File: src/shared/dcc_pkg.sv
// constants and types for the dispatch and completion control block
package dcc_pkg;
    localparam int CQ_DEPTH = 6;
    localparam int INT_RENAME = 6;
    localparam int FLT_RENAME = 6;
    localparam int MAX_INFLIGHT = 12;
    localparam int MAX_UPD = 2;
    localparam int IQ_VIS = 6;
    localparam logic [3:0] SYNC_CYCLES = 4'h3;
    localparam logic [3:0] SRU_CR_CYCLES = 4'h1;
    localparam logic [3:0] SRU_SEG_CYCLES = 4'h2;
    localparam logic [5:0] OPC_CR_LOGIC = 6'h13;
    localparam logic [9:0] XOP_SEG_IND = 10'h0f2;
    localparam logic [9:0] XOP_SEG_DIR = 10'h0d2;
    localparam logic [5:0] OPC_EXT31 = 6'h1f;
    // execution unit numbers
    localparam logic [2:0] EU_NONE = 3'h0;
    localparam logic [2:0] EU_INT = 3'h1;
    localparam logic [2:0] EU_FLT = 3'h2;
    localparam logic [2:0] EU_LSU = 3'h3;
    localparam logic [2:0] EU_SRU = 3'h4;
    localparam logic [2:0] EU_BR = 3'h5;
    localparam int EU_CNT = 6;
    typedef enum logic [1:0] {
        DCC_SER_NONE,
        DCC_SER_EXEC,
        DCC_SER_COMPL,
        DCC_SER_REFETCH
    } dcc_ser_type;
    typedef enum {
        DCC_SRU_IDLE,
        DCC_SRU_BUSY,
        DCC_SRU_SYNC_DRAIN,
        DCC_SRU_SYNC_BCAST
    } dcc_sru_type;
endpackage

File: src/design/dcc_rename_pool.sv
// free-entry counter for one rename register pool
`timescale 1ns/100ps
module dcc_rename_pool (
    // clock and reset
    input wire logic clk_sys,
    input wire logic resetn,
    // allocation and release counts
    input wire logic [2:0] alloc_cnt,
    input wire logic [2:0] release_cnt,
    // state
    output logic [2:0] free_ff
);
    logic [3:0] nxt_free;

    // pool starts full
    always_comb begin
        nxt_free = 4'(free_ff) + 4'(release_cnt) - 4'(alloc_cnt);
    end

    always_ff @(posedge clk_sys) begin
        if (!resetn) begin
            free_ff <= 3'h6;
        end else begin
            free_ff <= nxt_free[2:0];
        end
    end

    a_pool_bound: assert property (@(posedge clk_sys) disable iff (!resetn)
        free_ff <= 3'h6) else $error("rename pool overflow");
endmodule

File: src/design/dcc_branch_res.sv
// branch resolution resource check and folding decision
`timescale 1ns/100ps
module dcc_branch_res (
    // branch at the branch unit
    input wire logic br_valid,
    input wire logic br_to_link,
    input wire logic br_to_count,
    input wire logic br_and_link,
    input wire logic br_on_cond_bits,
    input wire logic br_updates_ctr,
    input wire logic br_taken,
    // register availability
    input wire logic link_avail,
    input wire logic count_avail,
    input wire logic shadow_link_avail,
    input wire logic unresolved_pred,
    // decisions
    output logic br_stall,
    output logic br_fold,
    output logic br_fall
);
    // stall until needed register is free or the predicted branch resolves
    always_comb begin
        br_stall = br_valid && ((br_to_link && !link_avail) // RULE12
            || (br_to_count && !count_avail)
            || (br_and_link && !shadow_link_avail)
            || (br_on_cond_bits && unresolved_pred)); // RULE13
    end

    // fold or fall through
    always_comb begin
        br_fold = br_valid && !br_stall && !br_updates_ctr && !br_and_link && br_taken; // RULE14
        br_fall = br_valid && !br_stall && !br_updates_ctr && !br_and_link && !br_taken; // RULE14
    end
endmodule

File: src/design/dcc_core_ctrl.sv
// dual-slot dispatch and in-order dual completion control
// Operation
// RULE1: first slot needs unit, renames, queue entry, no serializer running
// RULE2: second slot dispatches only alongside unserialized first, with resources left; code holds it back only for completion or refetch serialization
// RULE3: completion queue holds at most six instructions
// RULE4: six integer renames; without one the instruction waits undispatched
// RULE5: load with update takes two integer renames
// RULE6: six float renames bound float destinations in flight
// RULE7: oldest slot retires when finished, not speculative, no exception
// RULE8: next slot retires only with oldest and under same conditions
// RULE9: next slot retires only integer or load instructions
// RULE10: per cycle at most two condition, integer and float updates
// RULE11: at most twelve instructions between oldest completion and queue end
// RULE12: branch stalls until link, count or shadow link is available
// RULE13: condition-bit branch waits behind unresolved predicted branch
// RULE14: branches not updating count or link fold when taken, else fall through
// RULE15: synchronize takes three cycles, else waits stores and broadcast
// RULE16: tlb synchronize finishes at dispatch, retires on external sync input
// RULE17: condition logical ops run one cycle in system unit, serialized
// RULE18: segment register moves run two cycles in system unit, serialized
// RULE19: software spaces condition setters from branches, beyond ten no gain
// RULE20: retire in order, two at most, freeing renames and entries
`timescale 1ns/100ps
module dcc_core_ctrl (
    // clock and reset
    input wire logic clk_sys,
    input wire logic resetn,
    // dispatch slots
    input wire logic [1:0] iq_valid,
    input wire logic [1:0][2:0] iq_unit,
    input wire logic [1:0][5:0] iq_opcode,
    input wire logic [1:0][9:0] iq_xop,
    input wire logic [1:0] iq_int_dst,
    input wire logic [1:0] iq_load_update,
    input wire logic [1:0] iq_flt_dst,
    input wire logic [1:0] iq_cr_dst,
    input wire logic [1:0][1:0] iq_ser,
    input wire logic [1:0] iq_int_or_load,
    input wire logic [1:0] iq_is_sync,
    input wire logic [1:0] iq_is_tlbsync,
    input wire logic [3:0] iq_occupancy,
    // execution unit availability
    input wire logic [5:0] eu_free,
    // finish reports by completion queue index
    input wire logic [5:0] fin_valid,
    input wire logic [5:0] fin_exception,
    // speculation state
    input wire logic unresolved_pred,
    // synchronize inputs
    input wire logic store_queue_empty,
    input wire logic bcast_enable,
    input wire logic bcast_done,
    input wire logic tlb_invalidate_sync_in,
    // branch unit
    input wire logic br_valid,
    input wire logic br_to_link,
    input wire logic br_to_count,
    input wire logic br_and_link,
    input wire logic br_on_cond_bits,
    input wire logic br_updates_ctr,
    input wire logic br_taken,
    input wire logic link_avail,
    input wire logic count_avail,
    input wire logic shadow_link_avail,
    // results
    output logic [1:0] dispatch_ff,
    output logic [1:0] retire_ff,
    output logic [1:0] retire_exception_ff,
    output logic sru_busy_ff,
    output logic [2:0] cq_count_ff,
    output logic [2:0] int_free_ff,
    output logic [2:0] flt_free_ff,
    output logic br_stall_ff,
    output logic br_fold_ff,
    output logic br_fall_ff
);
    // completion queue storage, circular
    logic [5:0] cq_val_ff;
    logic [5:0] cq_fin_ff;
    logic [5:0] cq_exc_ff;
    logic [5:0] cq_spec_ff;
    logic [5:0] cq_il_ff;
    logic [5:0] cq_tlbs_ff;
    logic [5:0] cq_cr_ff;
    logic [5:0][1:0] cq_int_ff;
    logic [5:0] cq_flt_ff;
    logic [2:0] head_ff;
    logic [2:0] tail_ff;
    logic [2:0] cnt_ff;
    dcc_pkg::dcc_sru_type sru_state_ff;
    logic [3:0] sru_cnt_ff;
    logic cser_busy_ff;

    logic [1:0] disp;
    logic [1:0] ret;
    logic [1:0][1:0] need_int;
    logic [2:0] int_free;
    logic [2:0] flt_free;
    logic [2:0] int_alloc;
    logic [2:0] flt_alloc;
    logic [2:0] int_rel;
    logic [2:0] flt_rel;
    logic [2:0] h1;
    logic [2:0] t1;
    logic sru_go;
    logic sru_sync;
    logic [3:0] sru_len;
    logic br_stall;
    logic br_fold;
    logic br_fall;

    function automatic logic [2:0] wrap_inc(input logic [2:0] p, input logic [2:0] n);
        logic [3:0] s;
        s = 4'(p) + 4'(n);
        if (s >= 4'(dcc_pkg::CQ_DEPTH)) begin
            s = s - 4'(dcc_pkg::CQ_DEPTH);
        end
        return s[2:0];
    endfunction

    // rename needs per slot
    always_comb begin
        for (int i = 0; i < 2; i++) begin
            need_int[i] = iq_load_update[i] ? 2'h2 : {1'b0, iq_int_dst[i]}; // RULE5
        end
    end

    // dispatch decision for both slots
    always_comb begin
        logic ser0;
        logic sys_blk;
        ser0 = (iq_ser[0] == 2'(dcc_pkg::DCC_SER_COMPL))
            || (iq_ser[0] == 2'(dcc_pkg::DCC_SER_REFETCH));
        sys_blk = (iq_unit[0] == dcc_pkg::EU_SRU) && sru_busy_ff;
        disp = 2'h0;
        disp[0] = iq_valid[0] && eu_free[iq_unit[0]] && !sys_blk
            && (3'(need_int[0]) <= int_free) && (3'(iq_flt_dst[0]) <= flt_free) // RULE4
            && (cnt_ff < 3'(dcc_pkg::CQ_DEPTH)) && !cser_busy_ff; // RULE1
        disp[1] = disp[0] && iq_valid[1] && !ser0 // RULE2
            && eu_free[iq_unit[1]]
            && !((iq_unit[1] == iq_unit[0]) && (iq_unit[0] != dcc_pkg::EU_INT))
            && (iq_unit[1] != dcc_pkg::EU_SRU || iq_unit[0] != dcc_pkg::EU_SRU)
            && (4'(need_int[0]) + 4'(need_int[1]) <= 4'(int_free))
            && (3'(iq_flt_dst[0]) + 3'(iq_flt_dst[1]) <= flt_free) // RULE6
            && (cnt_ff + 3'h1 < 3'(dcc_pkg::CQ_DEPTH)) // RULE3
            && (4'(cnt_ff) + iq_occupancy <= 4'(dcc_pkg::MAX_INFLIGHT)); // RULE11
    end

    // completion decision, oldest entry first
    always_comb begin
        logic ok0;
        logic ok1;
        logic [2:0] crs;
        logic [2:0] ints;
        logic [2:0] flts;
        h1 = wrap_inc(head_ff, 3'h1);
        ok0 = cq_val_ff[head_ff] && cq_fin_ff[head_ff] && !cq_spec_ff[head_ff]
            && !cq_exc_ff[head_ff] // RULE7
            && (!cq_tlbs_ff[head_ff] || tlb_invalidate_sync_in); // RULE16
        crs = 3'(cq_cr_ff[head_ff]) + 3'(cq_cr_ff[h1]);
        ints = 3'(cq_int_ff[head_ff]) + 3'(cq_int_ff[h1]);
        flts = 3'(cq_flt_ff[head_ff]) + 3'(cq_flt_ff[h1]);
        ok1 = ok0 && cq_val_ff[h1] && cq_fin_ff[h1] && !cq_spec_ff[h1]
            && !cq_exc_ff[h1] // RULE8
            && cq_il_ff[h1] && !cq_tlbs_ff[h1] // RULE9
            && crs <= 3'(dcc_pkg::MAX_UPD) && ints <= 3'(dcc_pkg::MAX_UPD)
            && flts <= 3'(dcc_pkg::MAX_UPD); // RULE10
        ret = {ok1, ok0}; // RULE20
    end

    // rename release at retirement, allocation at dispatch
    always_comb begin
        int_alloc = (disp[0] ? 3'(need_int[0]) : 3'h0) + (disp[1] ? 3'(need_int[1]) : 3'h0);
        flt_alloc = 3'(disp[0] && iq_flt_dst[0]) + 3'(disp[1] && iq_flt_dst[1]);
        int_rel = (ret[0] ? 3'(cq_int_ff[head_ff]) : 3'h0) + (ret[1] ? 3'(cq_int_ff[h1]) : 3'h0);
        flt_rel = 3'(ret[0] && cq_flt_ff[head_ff]) + 3'(ret[1] && cq_flt_ff[h1]);
        t1 = wrap_inc(tail_ff, 3'h1);
    end

    dcc_rename_pool u_int_pool (
        .clk_sys(clk_sys),
        .resetn(resetn),
        .alloc_cnt(int_alloc),
        .release_cnt(int_rel), // RULE20
        .free_ff(int_free)
    );

    dcc_rename_pool u_flt_pool (
        .clk_sys(clk_sys),
        .resetn(resetn),
        .alloc_cnt(flt_alloc),
        .release_cnt(flt_rel),
        .free_ff(flt_free)
    );

    // completion queue entries
    generate
        for (genvar e = 0; e < dcc_pkg::CQ_DEPTH; e++) begin : g_cq
            logic wr0;
            logic wr1;
            logic clr;
            assign wr0 = disp[0] && (tail_ff == 3'(e));
            assign wr1 = disp[1] && (t1 == 3'(e));
            assign clr = (ret[0] && head_ff == 3'(e)) || (ret[1] && h1 == 3'(e));
            always_ff @(posedge clk_sys) begin
                if (!resetn) begin
                    cq_val_ff[e] <= 1'b0;
                    cq_fin_ff[e] <= 1'b0;
                    cq_exc_ff[e] <= 1'b0;
                    cq_spec_ff[e] <= 1'b0;
                    cq_il_ff[e] <= 1'b0;
                    cq_tlbs_ff[e] <= 1'b0;
                    cq_cr_ff[e] <= 1'b0;
                    cq_int_ff[e] <= 2'h0;
                    cq_flt_ff[e] <= 1'b0;
                end else if (wr0 || wr1) begin
                    cq_val_ff[e] <= 1'b1;
                    cq_fin_ff[e] <= wr0 ? iq_is_tlbsync[0] : iq_is_tlbsync[1]; // RULE16
                    cq_exc_ff[e] <= 1'b0;
                    cq_spec_ff[e] <= unresolved_pred;
                    cq_il_ff[e] <= wr0 ? iq_int_or_load[0] : iq_int_or_load[1];
                    cq_tlbs_ff[e] <= wr0 ? iq_is_tlbsync[0] : iq_is_tlbsync[1];
                    cq_cr_ff[e] <= wr0 ? iq_cr_dst[0] : iq_cr_dst[1];
                    cq_int_ff[e] <= wr0 ? need_int[0] : need_int[1];
                    cq_flt_ff[e] <= wr0 ? iq_flt_dst[0] : iq_flt_dst[1];
                end else if (clr) begin
                    cq_val_ff[e] <= 1'b0;
                    cq_fin_ff[e] <= 1'b0;
                end else begin
                    if (fin_valid[e]) begin
                        cq_fin_ff[e] <= 1'b1;
                        cq_exc_ff[e] <= fin_exception[e];
                    end
                    if (!unresolved_pred) begin
                        cq_spec_ff[e] <= 1'b0;
                    end
                end
            end
        end
    endgenerate

    // pointers and occupancy
    always_ff @(posedge clk_sys) begin
        if (!resetn) begin
            head_ff <= 3'h0;
            tail_ff <= 3'h0;
            cnt_ff <= 3'h0;
        end else begin
            head_ff <= wrap_inc(head_ff, 3'(ret[0]) + 3'(ret[1])); // RULE20
            tail_ff <= wrap_inc(tail_ff, 3'(disp[0]) + 3'(disp[1]));
            cnt_ff <= cnt_ff + 3'(disp[0]) + 3'(disp[1]) - 3'(ret[0]) - 3'(ret[1]); // RULE3
        end
    end

    // completion serializer blocks dispatch
    always_ff @(posedge clk_sys) begin
        if (!resetn) begin
            cser_busy_ff <= 1'b0;
        end else if (disp[0] && iq_ser[0] == 2'(dcc_pkg::DCC_SER_COMPL)) begin
            cser_busy_ff <= 1'b1; // RULE1
        end else if (ret[0] && cnt_ff <= 3'(ret[0]) + 3'(ret[1])) begin
            cser_busy_ff <= 1'b0;
        end
    end

    // system register unit latency selection
    always_comb begin
        sru_go = disp[0] && iq_unit[0] == dcc_pkg::EU_SRU;
        sru_sync = iq_is_sync[0];
        if (iq_opcode[0] == dcc_pkg::OPC_CR_LOGIC) begin
            sru_len = dcc_pkg::SRU_CR_CYCLES; // RULE17
        end else if (iq_opcode[0] == dcc_pkg::OPC_EXT31
            && (iq_xop[0] == dcc_pkg::XOP_SEG_IND || iq_xop[0] == dcc_pkg::XOP_SEG_DIR)) begin
            sru_len = dcc_pkg::SRU_SEG_CYCLES; // RULE18
        end else if (sru_sync) begin
            sru_len = dcc_pkg::SYNC_CYCLES; // RULE15
        end else begin
            sru_len = dcc_pkg::SRU_CR_CYCLES;
        end
    end

    // system unit busy for its latency
    always_ff @(posedge clk_sys) begin
        if (!resetn) begin
            sru_state_ff <= dcc_pkg::DCC_SRU_IDLE;
            sru_cnt_ff <= 4'h0;
            sru_busy_ff <= 1'b0;
        end else begin
            case (sru_state_ff)
                dcc_pkg::DCC_SRU_IDLE: begin
                    if (sru_go) begin
                        sru_state_ff <= (sru_sync && !store_queue_empty) ?
                            dcc_pkg::DCC_SRU_SYNC_DRAIN : dcc_pkg::DCC_SRU_BUSY; // RULE15
                        sru_cnt_ff <= sru_len - 4'h1;
                        sru_busy_ff <= 1'b1; // RULE17
                    end
                end
                dcc_pkg::DCC_SRU_BUSY: begin
                    if (sru_cnt_ff == 4'h0) begin
                        sru_state_ff <= dcc_pkg::DCC_SRU_IDLE;
                        sru_busy_ff <= 1'b0;
                    end else begin
                        sru_cnt_ff <= sru_cnt_ff - 4'h1;
                    end
                end
                dcc_pkg::DCC_SRU_SYNC_DRAIN: begin
                    if (store_queue_empty) begin
                        sru_state_ff <= bcast_enable ? dcc_pkg::DCC_SRU_SYNC_BCAST
                            : dcc_pkg::DCC_SRU_IDLE;
                        sru_busy_ff <= bcast_enable;
                    end
                end
                dcc_pkg::DCC_SRU_SYNC_BCAST: begin
                    if (bcast_done) begin
                        sru_state_ff <= dcc_pkg::DCC_SRU_IDLE; // RULE15
                        sru_busy_ff <= 1'b0;
                    end
                end
                default: begin
                    sru_state_ff <= dcc_pkg::DCC_SRU_IDLE;
                    sru_busy_ff <= 1'b0;
                end
            endcase
        end
    end

    dcc_branch_res u_branch (
        .br_valid(br_valid),
        .br_to_link(br_to_link),
        .br_to_count(br_to_count),
        .br_and_link(br_and_link),
        .br_on_cond_bits(br_on_cond_bits),
        .br_updates_ctr(br_updates_ctr),
        .br_taken(br_taken),
        .link_avail(link_avail),
        .count_avail(count_avail),
        .shadow_link_avail(shadow_link_avail),
        .unresolved_pred(unresolved_pred),
        .br_stall(br_stall),
        .br_fold(br_fold),
        .br_fall(br_fall)
    );

    // registered outputs
    always_ff @(posedge clk_sys) begin
        if (!resetn) begin
            dispatch_ff <= 2'h0;
            retire_ff <= 2'h0;
            retire_exception_ff <= 2'h0;
            cq_count_ff <= 3'h0;
            int_free_ff <= 3'h6;
            flt_free_ff <= 3'h6;
            br_stall_ff <= 1'b0;
            br_fold_ff <= 1'b0;
            br_fall_ff <= 1'b0;
        end else begin
            dispatch_ff <= disp;
            retire_ff <= ret;
            retire_exception_ff <= {1'b0, cq_val_ff[head_ff] && cq_fin_ff[head_ff]
                && cq_exc_ff[head_ff]};
            cq_count_ff <= cnt_ff;
            int_free_ff <= int_free;
            flt_free_ff <= flt_free;
            br_stall_ff <= br_stall;
            br_fold_ff <= br_fold;
            br_fall_ff <= br_fall;
        end
    end

    a_cq_limit: assert property (@(posedge clk_sys) disable iff (!resetn)
        cnt_ff <= 3'h6) else $error("completion queue over six"); // RULE3
    a_second_disp: assert property (@(posedge clk_sys) disable iff (!resetn)
        disp[1] |-> disp[0]) else $error("second slot without first"); // RULE2
    a_second_ret: assert property (@(posedge clk_sys) disable iff (!resetn)
        ret[1] |-> ret[0] && cq_il_ff[h1]) else $error("bad second retire"); // RULE9
    a_retire_done: assert property (@(posedge clk_sys) disable iff (!resetn)
        ret[0] |-> cq_fin_ff[head_ff] && !cq_exc_ff[head_ff]) else $error("retire unfinished"); // RULE7
    a_int_pool: assert property (@(posedge clk_sys) disable iff (!resetn)
        disp[0] |-> 3'(need_int[0]) <= int_free) else $error("integer rename overrun"); // RULE4
    a_flt_pool: assert property (@(posedge clk_sys) disable iff (!resetn)
        flt_free <= 3'h6) else $error("float pool corrupt"); // RULE6
    a_upd_limit: assert property (@(posedge clk_sys) disable iff (!resetn)
        ret[1] |-> 3'(cq_int_ff[head_ff]) + 3'(cq_int_ff[h1]) <= 3'h2)
        else $error("too many integer updates"); // RULE10
    a_ret_reg: assert property (@(posedge clk_sys) disable iff (!resetn)
        ret[0] |=> retire_ff[0]) else $error("retire output lost"); // RULE20
    a_seg_two: assert property (@(posedge clk_sys) disable iff (!resetn)
        sru_go && sru_len == 4'h2 && !sru_sync |=> sru_busy_ff[*2] ##1 !sru_busy_ff)
        else $error("segment move not two cycles"); // RULE18
    a_tlbs_wait: assert property (@(posedge clk_sys) disable iff (!resetn)
        ret[0] && cq_tlbs_ff[head_ff] |-> tlb_invalidate_sync_in)
        else $error("tlb sync retired early"); // RULE16
    c_dual_disp: cover property (@(posedge clk_sys) disable iff (!resetn) disp == 2'h3);
    c_dual_ret: cover property (@(posedge clk_sys) disable iff (!resetn) ret == 2'h3);
    c_cq_full: cover property (@(posedge clk_sys) disable iff (!resetn) cnt_ff == 3'h6);
    c_sync_drain: cover property (@(posedge clk_sys) disable iff (!resetn)
        sru_state_ff == dcc_pkg::DCC_SRU_SYNC_DRAIN);
endmodule

File: config.mk
export PLATFORM = sky130hd
export DESIGN_NAME = dcc_core_ctrl
export DESIGN_NICKNAME = d
export VERILOG_FILES = /design/src/shared/dcc_pkg.sv /design/src/design/dcc_rename_pool.sv /design/src/design/dcc_branch_res.sv /design/src/design/dcc_core_ctrl.sv
export SDC_FILE = /design/constraint.sdc
export NUM_CORES = 1
export LEC_CHECK = 0
export BUFFER_PORTS_ARGS = -buffer_cell sky130_fd_sc_hd__buf_2
export CAP_MARGIN = 15
export CORE_ASPECT_RATIO = 0.5
export CORE_MARGIN = 5
export CORE_UTILIZATION = 55
export DETAILED_ROUTE_END_ITERATION = 6
export PLACE_DENSITY = 0.77
export SLEW_MARGIN = 15
export SYNTH_ARGS = -nofsm -noshare
export SYNTH_HDL_FRONTEND = slang
export SYNTH_SLANG_ARGS = --single-unit
File: constraint.sdc
create_clock -name clk_sys -period 13.5 [get_ports clk_sys]
set_input_delay 1.35 -clock clk_sys [delete_from_list [all_inputs] [get_ports clk_sys]]
set_output_delay 1.35 -clock clk_sys [all_outputs]
set_load 0.02 [all_outputs]
### Yosys cells after proc, flatten, opt, wreduce, memory -nomap -nowiden

Index checks and enable logic that the tools add are counted.

* add/sub/neg operators: 31
* div/mod/pow operators: 0
* bitwise logic cells: 7
* $mul: 0
* reduce and logical (&&, ||, !) cells: 151
* magnitude comparators: 19
* shift operators: 0
* equal/unequal tests: 51
* mux-type cells: 141

Operator list (number)
* 2-to-1 mux 32 bit: 4
* case mux 32 bit (4 select lines): 1
* 2-to-1 mux 1 bit: 90
* logical AND 1 bit: 74
* == test 32 x 2 -> 1 bit (second input constant): 2
* binary-select mux 1 bit (select 3 bit): 17
* 2-to-1 mux 2 bit: 19
* == test 32 x 1 -> 1 bit (second input constant): 1
* logical NOT 32 bit: 1
* == test 3 bit (second input constant): 9
* == test 3 x 2 -> 1 bit (second input constant): 8
* != test 2 x 1 -> 1 bit (second input constant): 12
* AND reduction 2 bit: 12
* == test 10 x 8 -> 1 bit (second input constant): 2
* logical OR 1 bit: 19
* logical NOT 1 bit: 18
* nonzero test 3 bit: 6
* greater-or-equal comparator 4 x 3 -> 1 bit (second input constant): 4
* less-than comparator 3 x 4 -> 1 bit (second input constant): 4
* nonzero test 2 bit: 8
* adder 1 x 1 -> 2 bit: 7
* adder 2 x 2 -> 3 bit: 4
* binary-select mux 2 bit (select 3 bit): 2
* == test 3 x 1 -> 1 bit (second input constant): 4
* 36 further kinds: 72

* input port bits: 97
* ROM bits: 0
* output and inout bits: 19
* RAM bits: 0
* register bits after elaboration: 131
* memories: 0
* logic and storage cells: 473
* bits in latches: 0

### Logic depth before layout (Yosys ltp)

Gate-level depths: netlist of the first run.

* word-level depth: 21
* gate-level depth with buffers: 24
* mapped depth without buffers: 22

### Hierarchy

Synthesis of the first run repeated with hierarchy kept, for this count alone.

* cell total of the unflattened synthesis: 700
* area total of the unflattened synthesis: 6209.7 µm²

By module, submodules not included
* dcc_core_ctrl: area an instance 5749.3 µm², cells each 654, sequential area each 1761.7 µm², instances 1
* dcc_rename_pool: area an instance 197.7 µm², cells each 18, sequential area each 60.1 µm², instances 2
* dcc_branch_res: area an instance 65.1 µm², cells each 10, sequential area each 0.0 µm², instances 1

### Least setup slack after synthesis of the first run

No wires, ideal clock.

* kind: input -> register
* from: in iq_int_dst[1]
* to: reg u_int_pool.free_ff[2]
* path slack: 7.715 ns
* arrival time: 5.655 ns
* stages: 18
* setup time: 0.130 ns
* path buffers: 1
* required time: 13.370 ns
* cells stage by stage: nor2b_1 clkbuf_1 ha_1 fa_1 ha_1 a211oi_1 o21ai_0 nor4_1 and3_1 fa_1 fa_1 fa_1 inv_1 ha_1 xor2_1 xnor2_1 xnor2_1 nand2_1

* longest elaborated chain between the ends: 10

Ends and longest elaborated chain
* start: declaration: RTL line dcc_core_ctrl.sv:33 `input wire logic [1:0] iq_int_dst,`
* 2-to-1 mux 2 bit *: RTL line dcc_core_ctrl.sv:124 `need_int[i] = iq_load_update[i] ? 2'h2 : {1'b0, iq_int_dst[i]};`
* adder 2 x 2 -> 3 bit: RTL line dcc_core_ctrl.sv:143 `&& (4'(need_int[0]) + 4'(need_int[1]) <= 4'(int_free))`
* <= comparator 3 bit: RTL line dcc_core_ctrl.sv:143
* logical AND 1 bit: RTL line dcc_core_ctrl.sv:143
* logical AND 1 bit: RTL line dcc_core_ctrl.sv:144 `&& (3'(iq_flt_dst[0]) + 3'(iq_flt_dst[1]) <= flt_free)`
* logical AND 1 bit: RTL line dcc_core_ctrl.sv:145 `&& (cnt_ff + 3'h1 < 3'(dcc_pkg::CQ_DEPTH))`
* logical AND 1 bit: RTL line dcc_core_ctrl.sv:146 `&& (4'(cnt_ff) + iq_occupancy <= 4'(dcc_pkg::MAX_INFLIGHT));`
* 2-to-1 mux 2 bit *: RTL line dcc_core_ctrl.sv:173 `int_alloc = (disp[0] ? 3'(need_int[0]) : 3'h0) + (disp[1] ? 3'(need_int[1]) : 3'h0);`
* adder 2 x 2 -> 3 bit *: RTL line dcc_core_ctrl.sv:173
* subtractor 3 bit *: RTL line dcc_rename_pool.sv:17 `nxt_free = 4'(free_ff) + 4'(release_cnt) - 4'(alloc_cnt);`
* end signal: assignment: RTL line dcc_rename_pool.sv:24 `free_ff <= nxt_free[2:0];`
* end: declaration: RTL line dcc_rename_pool.sv:11 `output logic [2:0] free_ff`

Mark *: on every way between the ends. The rest lies on a longest branch, timed or not.
A chain may end at the register's enable or synchronous reset.

### Final worst setup path of the first run

* from: reg head_ff[2]
* to: reg u_int_pool.free_ff[2]

* longest elaborated chain between the ends: 19
* elaborated cells on any way between the ends: 69
* classes of those cells: add/sub: 8; order compare: 4; mux: 37; reduce/logical: 20

Ends and longest elaborated chain
* start: declaration: RTL line dcc_core_ctrl.sv:87 `logic [2:0] head_ff;`
* start signal: assignment: RTL line dcc_core_ctrl.sv:249 `head_ff <= wrap_inc(head_ff, 3'(ret[0]) + 3'(ret[1]));`
* parallel branches: the longest is 14 deep, another holds adder 3 x 1 -> 4 bit
* logical AND 1 bit *: RTL line dcc_core_ctrl.sv:167 `&& flts <= 3'(dcc_pkg::MAX_UPD);`
* net ret[1]: RTL line dcc_core_ctrl.sv:95 `logic [1:0] ret;`
* 2-to-1 mux 2 bit *: RTL line dcc_core_ctrl.sv:175 `int_rel = (ret[0] ? 3'(cq_int_ff[head_ff]) : 3'h0) + (ret[1] ? 3'(cq_int_ff[h1]) : 3'h0);`
* adder 2 x 2 -> 3 bit *: RTL line dcc_core_ctrl.sv:175
* adder 3 bit *: RTL line dcc_rename_pool.sv:17
* subtractor 3 bit *: RTL line dcc_rename_pool.sv:17

Mark *: on every way through the listed nets, which the timed path passes. The select of a mux whose other input is x is not followed.

==> results_dict.tcl, run 1 <==
set metrics [dict create \
    status "complete, no violations" \
    portBuffers 92 \
    pwr-share-seq 0.437 \
    crit_chain "inv_1, ha_1, o22ai_1, xor2_2, mux2_2, a221oi_1, o22a_1, fa_1, o21ai_0, a211oi_2, nor2b_1, fa_1, inv_1, fa_1, inv_1, ha_1, xor2_1, xnor2_1, xnor2_1, nand2_1" \
    rsz0062_at_grt "false" \
    p_leak_nw 3.08 \
    setup_violations 0 \
    wire_per_inst_um 17.3 \
    cp_slowest_stage_delay_ps 650 \
    fill_cells 953 \
    placed_area_mm2 0.00667 \
    final_cell_mix "dfxtp_1 (94), buf_2 (92), nor2_1 (56)" \
    r2r_setup_slack_ps 6770 \
    hold_viol_final 0 \
    layout_commonest_cell "dfxtp_1" \
    gp_congestion 0.921 \
    critPathLaunchType "flop" \
    drv_slew 0 \
    drcViolationCount 0 \
    antenna_found_initial 0 \
    io_pins 116 \
    switching_power_w 0.000181 \
    ys_seq_area_frac 0.305 \
    clockPowerShare 0.407 \
    end_kind "flop" \
    grt_max_degree 59 \
    initial_core_util 0.562 \
    yosysTopAreaCell "dfxtp_1" \
    period_share 0.499 \
    syn_to_final_growth_pct 13.4 \
    cts-resized-gates 0 \
    die_x_um 160 \
    critical_path_class "flop to flop" \
    crit_arrival_ps 6950 \
    synth_nets 849 \
    fin_area_mm2 0.00699 \
    ant_nets 0 \
    cts_root_buf "clkbuf_16" \
    hold_end "sru_cnt_ff[3]" \
    hold_path_class "flop to flop" \
    ys_types 81 \
    p_int_w 0.000500 \
    utilization 0.637 \
    multi_input_area_mm2 0.00394 \
    grt_pass1_vias 5366 \
    worstSkewPairLatency_ps 350 \
    drt-total-wl_mm 16.0 \
    cp_data_required_time_ps 13720 \
    die_h_um 84.9 \
    switching_share 0.266 \
    ir_drop_mv 0.0569 \
    power_w 0.000682 \
    drive_gt1_frac 0.197 \
    grt_first_pass_wirelength_mm 26.5 \
    grt_usage 0.241 \
    fp-row-count 27 \
    async_flop_share 0 \
    clock_path_buffers 2 \
    synth_flop_cell "dfxtp_1" \
    tritoncts "yes" \
    whs_ps 454 \
    cts_buffers 9 \
    rr_worst_depth 20 \
    n_antenna_cell 0 \
    drv_cap 0 \
    netlist_instances 699 \
    tns_ps 0 \
    clock-sinks 94 \
    cts_hold_buf 0 \
    path_max_fanout 12 \
    coreArea_mm2 0.0110 \
    fin_crit_ps 6730 \
    slowest_stage "dfxtp_1" \
    grt.overflow.total 0 \
    slew_headroom 0.382 \
    worstHoldStart "sru_cnt_ff[3]" \
    r2r_end "u_int_pool.free_ff[2]" \
    area.sequential_mm2 0.00188 \
    fin_nets 922 \
    tightest_slew_ps 918 \
    yosys_warnings 0 \
    pwr_density_cell_mw_per_mm2 97.5 \
    drt_iter0_markers 360 \
    vias 5424 \
    clock_skew_ps 7.44 \
    syn_area_mm2 0.00617 \
    htreeDepth 3 \
    dr.pass1.iters 5 \
    hold-path-cell-count 2 \
    place_hpwl_mm 11.7 \
    r2r-start "head_ff[2]" \
    cts_setup_buffers 0 \
    fmax_ghz 0.149 \
    yosys.area.top_type_share 0.305 \
    synthTopCellsByArea "dfxtp_1 (31%), ha_1 (7.9%), mux2i_1 (7.3%), fa_1 (4.5%), a21oi_1 (4.5%)" \
    synth-edff-count 0 \
    synth-seq-cells 94 \
    p_comb_frac 0.156 \
    synth_area_per_cell_um2 8.82 \
    die_area_mm2 0.0136 \
    vias_per_cell 5.88 \
    path_clk_slew_ps 70 \
]
==> layout make-up <==
class                           instances  area share
Tap cell                              145      0.0259
Clock inverter                          5      0.0118
Timing Repair Buffer                   96      0.0702
Inverter                               46      0.0247
Sequential cell                        94       0.269
Clock buffer                           11      0.0347
Multi-Input combinational cell        525       0.564
==> how the worst max path moves through the flow <==
stage               cells after the start              start                    end  slack, ps
global placement                       18  iq_load_update[1]  u_int_pool.free_ff[2]       6910
global route                           20         head_ff[2]  u_int_pool.free_ff[2]       6470
floorplan                              18      iq_int_dst[1]  u_int_pool.free_ff[2]       7720
finish                                 20         head_ff[2]  u_int_pool.free_ff[2]       6770
CTS                                    20         head_ff[2]  u_int_pool.free_ff[2]       6860
detailed placement                     18  iq_load_update[1]  u_int_pool.free_ff[2]       6780
==> cell families after synthesis <==
kind of cell    synth area share
compound gates             0.185
xor+xnor                  0.0268
fa+ha+maj                  0.125
buf+inv                   0.0560
flops                      0.305
mux                        0.109
other cells             0.000608
simple gates               0.193
==> stage by stage <==
stage,setup slack (ps),instances
final,6770,922
after global routing,6470,922
after CTS,6860,922
after detailed placement,6780,906
after global placement,6910,906
after floorplan,7720,699
==> registers in the layout (all words and copies together) (netlist names), 6 cells and up <==
signal	cells
cq_flt_ff	6
cq_int_ff	12
cq_spec_ff	6
cq_il_ff	6
cq_fin_ff	6
cq_val_ff	6
cq_tlbs_ff	6
cq_exc_ff	6
==> critical path: cells and delay by family, from the launching register on <==
| kind | cells | cell delay, ps |
|---|---|---|
| buffers and inverters | 3 | 470 |
| XOR/XNOR | 4 | 1050 |
| flip-flops | 1 | 650 |
| adder cells (fa/ha/maj) | 5 | 2040 |
| AO/OA/AOI/OAI | 5 | 1670 |
| multiplexers | 1 | 410 |
| AND/OR/NAND/NOR | 2 | 290 |
==> power groups by stage <==
stage,Sequential (W),Clock [W],Combinational [W]
after floorplan,0.000304,0,0.0000696
after global placement,0.000303,0,0.000101
after detailed placement,0.000303,0,0.000105
after CTS,0.000298,0.000283,0.000106
after global routing,0.000299,0.000292,0.000120
final,0.000298,0.000277,0.000107
==> synthesized netlist by cell type, types with 5 or more instances <==
cell type and count:
nor3b_1 6, o21ai_0 37, mux4_2 6, xor2_1 8, clkbuf_1 18, mux2i_1 45
o211ai_1 5, nand2b_1 8, fa_1 14, xnor2_1 9, nand4_1 8, buf_2 6
and2_1 13, o21a_1 6, nor2b_1 6, nand4b_1 5, o22ai_1 5, nand2_1 50
nor2_1 56, inv_1 42, nor3_1 11, a21oi_1 55, nand3_1 24, dfxtp_1 94
o221a_2 6, ha_1 39, a211oi_1 8
==> layer usage <==
layer,vias up,global-route usage,share of wire
li1,2666,-,-
met1,2517,0.312,0.45
met2,214,0.404,0.46
met3,27,0.0485,0.079
met4,0,0.0906,0.020
met5,-,0,0
Power figures use the tool's default switching activity.
==> inputs of run 2 (changes only) <==
Settings changed: ABC_AREA set to 1.
Clock period 13.5 ns to 6.2 ns, I/O delays scaled along.
==> run 2 against run 1 <==
Register-to-register slack worse by 6300 ps. Clock-buffer cell count unchanged. Critical path depth increased by 4. Final cell count increased by 28%. Largest cell class unchanged. Sequential cell count stayed put.
==> results_dict.tcl, run 2 <==
set metrics [dict create \
    gp_congestion 0.941 \
    synth_flop_cell "dfxtp_1" \
    highest_layer "met4" \
    cts_buffers 9 \
    p_leak_nw 3.64 \
    critPathLaunch "head_ff[0]" \
    synth_common_cells "nand2_1 (241), inv_1 (129), nor2_1 (99)" \
    met3_length_mm 1.40 \
    grt.overflow.total 0 \
    crit_arrival_ps 5980 \
    die_x_um 162 \
    tightest_slew_ps 628 \
    drt-total-wl_mm 17.1 \
    yosysTopAreaCell "dfxtp_1" \
    vias 6453 \
    largest-register "cq_int_ff" \
    ys_types 47 \
    ir_drop_mv 0.149 \
    critPathMostFrequentCell "nand2_1" \
    critical_path_class "flop to flop" \
    ant_nets 0 \
    netlist_instances 942 \
    layout_commonest_cell "nand2_1" \
    htreeDepth 3 \
    synth-seq-cells 94 \
    cts_hold_buf 0 \
    drv_slew 0 \
    dr.pass1.iters 5 \
    place_hpwl_mm 13.2 \
    placed_area_mm2 0.00693 \
    yosys.area.top_type_share 0.298 \
    cp_data_required_time_ps 6430 \
    setup_violations 0 \
    fin_area_mm2 0.00718 \
    critPathLaunchType "flop" \
    grt_max_degree 60 \
    fmax_ghz 0.174 \
    final_cell_mix "nand2_1 (241), inv_1 (129), nor2_1 (99)" \
    yosys_warnings 0 \
    syn_area_mm2 0.00632 \
    period_share 0.928 \
    worstHoldStart "br_taken" \
    wire_per_inst_um 14.5 \
    synth-edff-count 0 \
    drv_cap 0 \
    async_flop_share 0 \
    slowest_stage "dfxtp_1" \
    r2r-start "head_ff[0]" \
    largest_reg_flops 12 \
    grt_first_pass_wirelength_mm 28.8 \
    wl_met2_mm 7.51 \
    grt_usage 0.254 \
    hold_viol_final 0 \
    fin_nets 1184 \
    path_max_fanout 14 \
    io_pins 116 \
    cts_root_buf "clkbuf_16" \
    pwr_density_cell_mw_per_mm2 214 \
    portBuffers 92 \
    drive_gt1_frac 0.156 \
    cp_slowest_stage_delay_ps 630 \
    clock_path_buffers 2 \
    vias_per_cell 5.46 \
    tns_ps 0 \
    crit_chain "ha_1, ha_1, inv_1, nand2_1, nand2_1, nand2_1, nand2_1, o21ai_2, inv_1, o21ai_0, o31ai_1, ha_1, inv_1, fa_1, inv_1, a21boi_0, nand2_1, nor2_8, nand2_2, a211oi_2, fa_1, fa_1, ha_1, or2_2" \
    tritoncts "yes" \
    clock_skew_ps 8.18 \
    clock-sinks 94 \
    path_clk_slew_ps 60 \
    fin_crit_ps 5750 \
    ys_seq_area_frac 0.298 \
    drcViolationCount 0 \
    n_antenna_cell 0 \
    antenna_found_initial 0 \
    slew_headroom 0.582 \
    initial_core_util 0.569 \
    r2r_setup_slack_ps 450 \
    die_h_um 85.8 \
    end_kind "flop" \
    rsz0062_at_grt "false" \
    die_area_mm2 0.0139 \
    worstSkewPairLatency_ps 340 \
    status "complete, no violations" \
    hold_path_class "primary input to flop" \
    synth_area_per_cell_um2 6.71 \
    cts-resized-gates 0 \
    grt_pass1_vias 6116 \
    fill_cells 1035 \
    syn_to_final_growth_pct 13.6 \
    fp-row-count 27 \
    coreArea_mm2 0.0111 \
    synth_nets 1092 \
    drt_iter0_markers 535 \
    synthTopCellsByArea "dfxtp_1 (30%), nand2_1 (14%), ha_1 (7.7%), inv_1 (7.7%), nor2_1 (5.9%)" \
    cts_setup_buffers 0 \
    synth.most_common_cell "nand2_1" \
    wl_met1_mm 8.00 \
]
run 2: layout make-up:
| cell class | count | area (um2) | share of cell area |
|---|---|---|---|
| Multi-Input combinational cell | 690 | 3820 | 0.533 |
| Clock buffer | 11 | 233 | 0.0324 |
| Timing Repair Buffer | 101 | 528 | 0.0736 |
| Tap cell | 145 | 181 | 0.0253 |
| Sequential cell | 94 | 1880 | 0.262 |
| Clock inverter | 2 | 12.5 | 0.00174 |
| Inverter | 138 | 518 | 0.0722 |
run 2: final timing paths:
path	cells after the start	endpoint
setup / recovery	24	u_flt_pool.free_ff[1]
hold / removal	2	br_fall_ff
hold reg to reg	2	cq_il_ff[4]
setup reg to reg	24	u_flt_pool.free_ff[1]
run 2: kinds of logic after synthesis:
group,share of synthesized area
compound gates,0.143
xor+xnor,0.0111
fa+ha+maj,0.122
buf+inv,0.0982
flops,0.298
other cells,0.000593
simple gates,0.328
run 2: per-stage QoR:
step | cells | power, W | hold WS (ps) | worst slack (ps) | util
CTS | 1181 | 0.00155 | 446 | 370 | 0.645
finish | 1181 | 0.00154 | 454 | 448 | 0.646
global route | 1181 | 0.00164 | 456 | 103 | 0.646
detailed placement | 1168 | 0.00106 | 447 | 412 | 0.623
floorplan | 942 | 0.000952 | 419 | 1080 | -
global placement | 1168 | 0.00105 | 444 | 509 | 0.623
run 2: per-layer routing:
layer | track usage | vias up
li1 | - | 3231
met1 | 0.343 | 2967
met2 | 0.411 | 235
met3 | 0.0576 | 20
met4 | 0.0729 | 0
met5 | 0 | -
run 2: critical path, delay by kind of cell, from the launching register on:
family	cells	cell delay, ps
adder cells (fa/ha/maj)	7	2330
AO/OA/AOI/OAI	5	1160
AND/OR/NAND/NOR	8	1090
flip-flops	1	630
buffers and inverters	4	420
run 2: report_power, final:
group	total, W	switching, W	internal, W
Sequential	0.000677	0.0000338	0.000643
Clock	0.000483	0.000219	0.000265
Combinational	0.000377	0.000239	0.000138
Total	0.00154	0.000492	0.00105
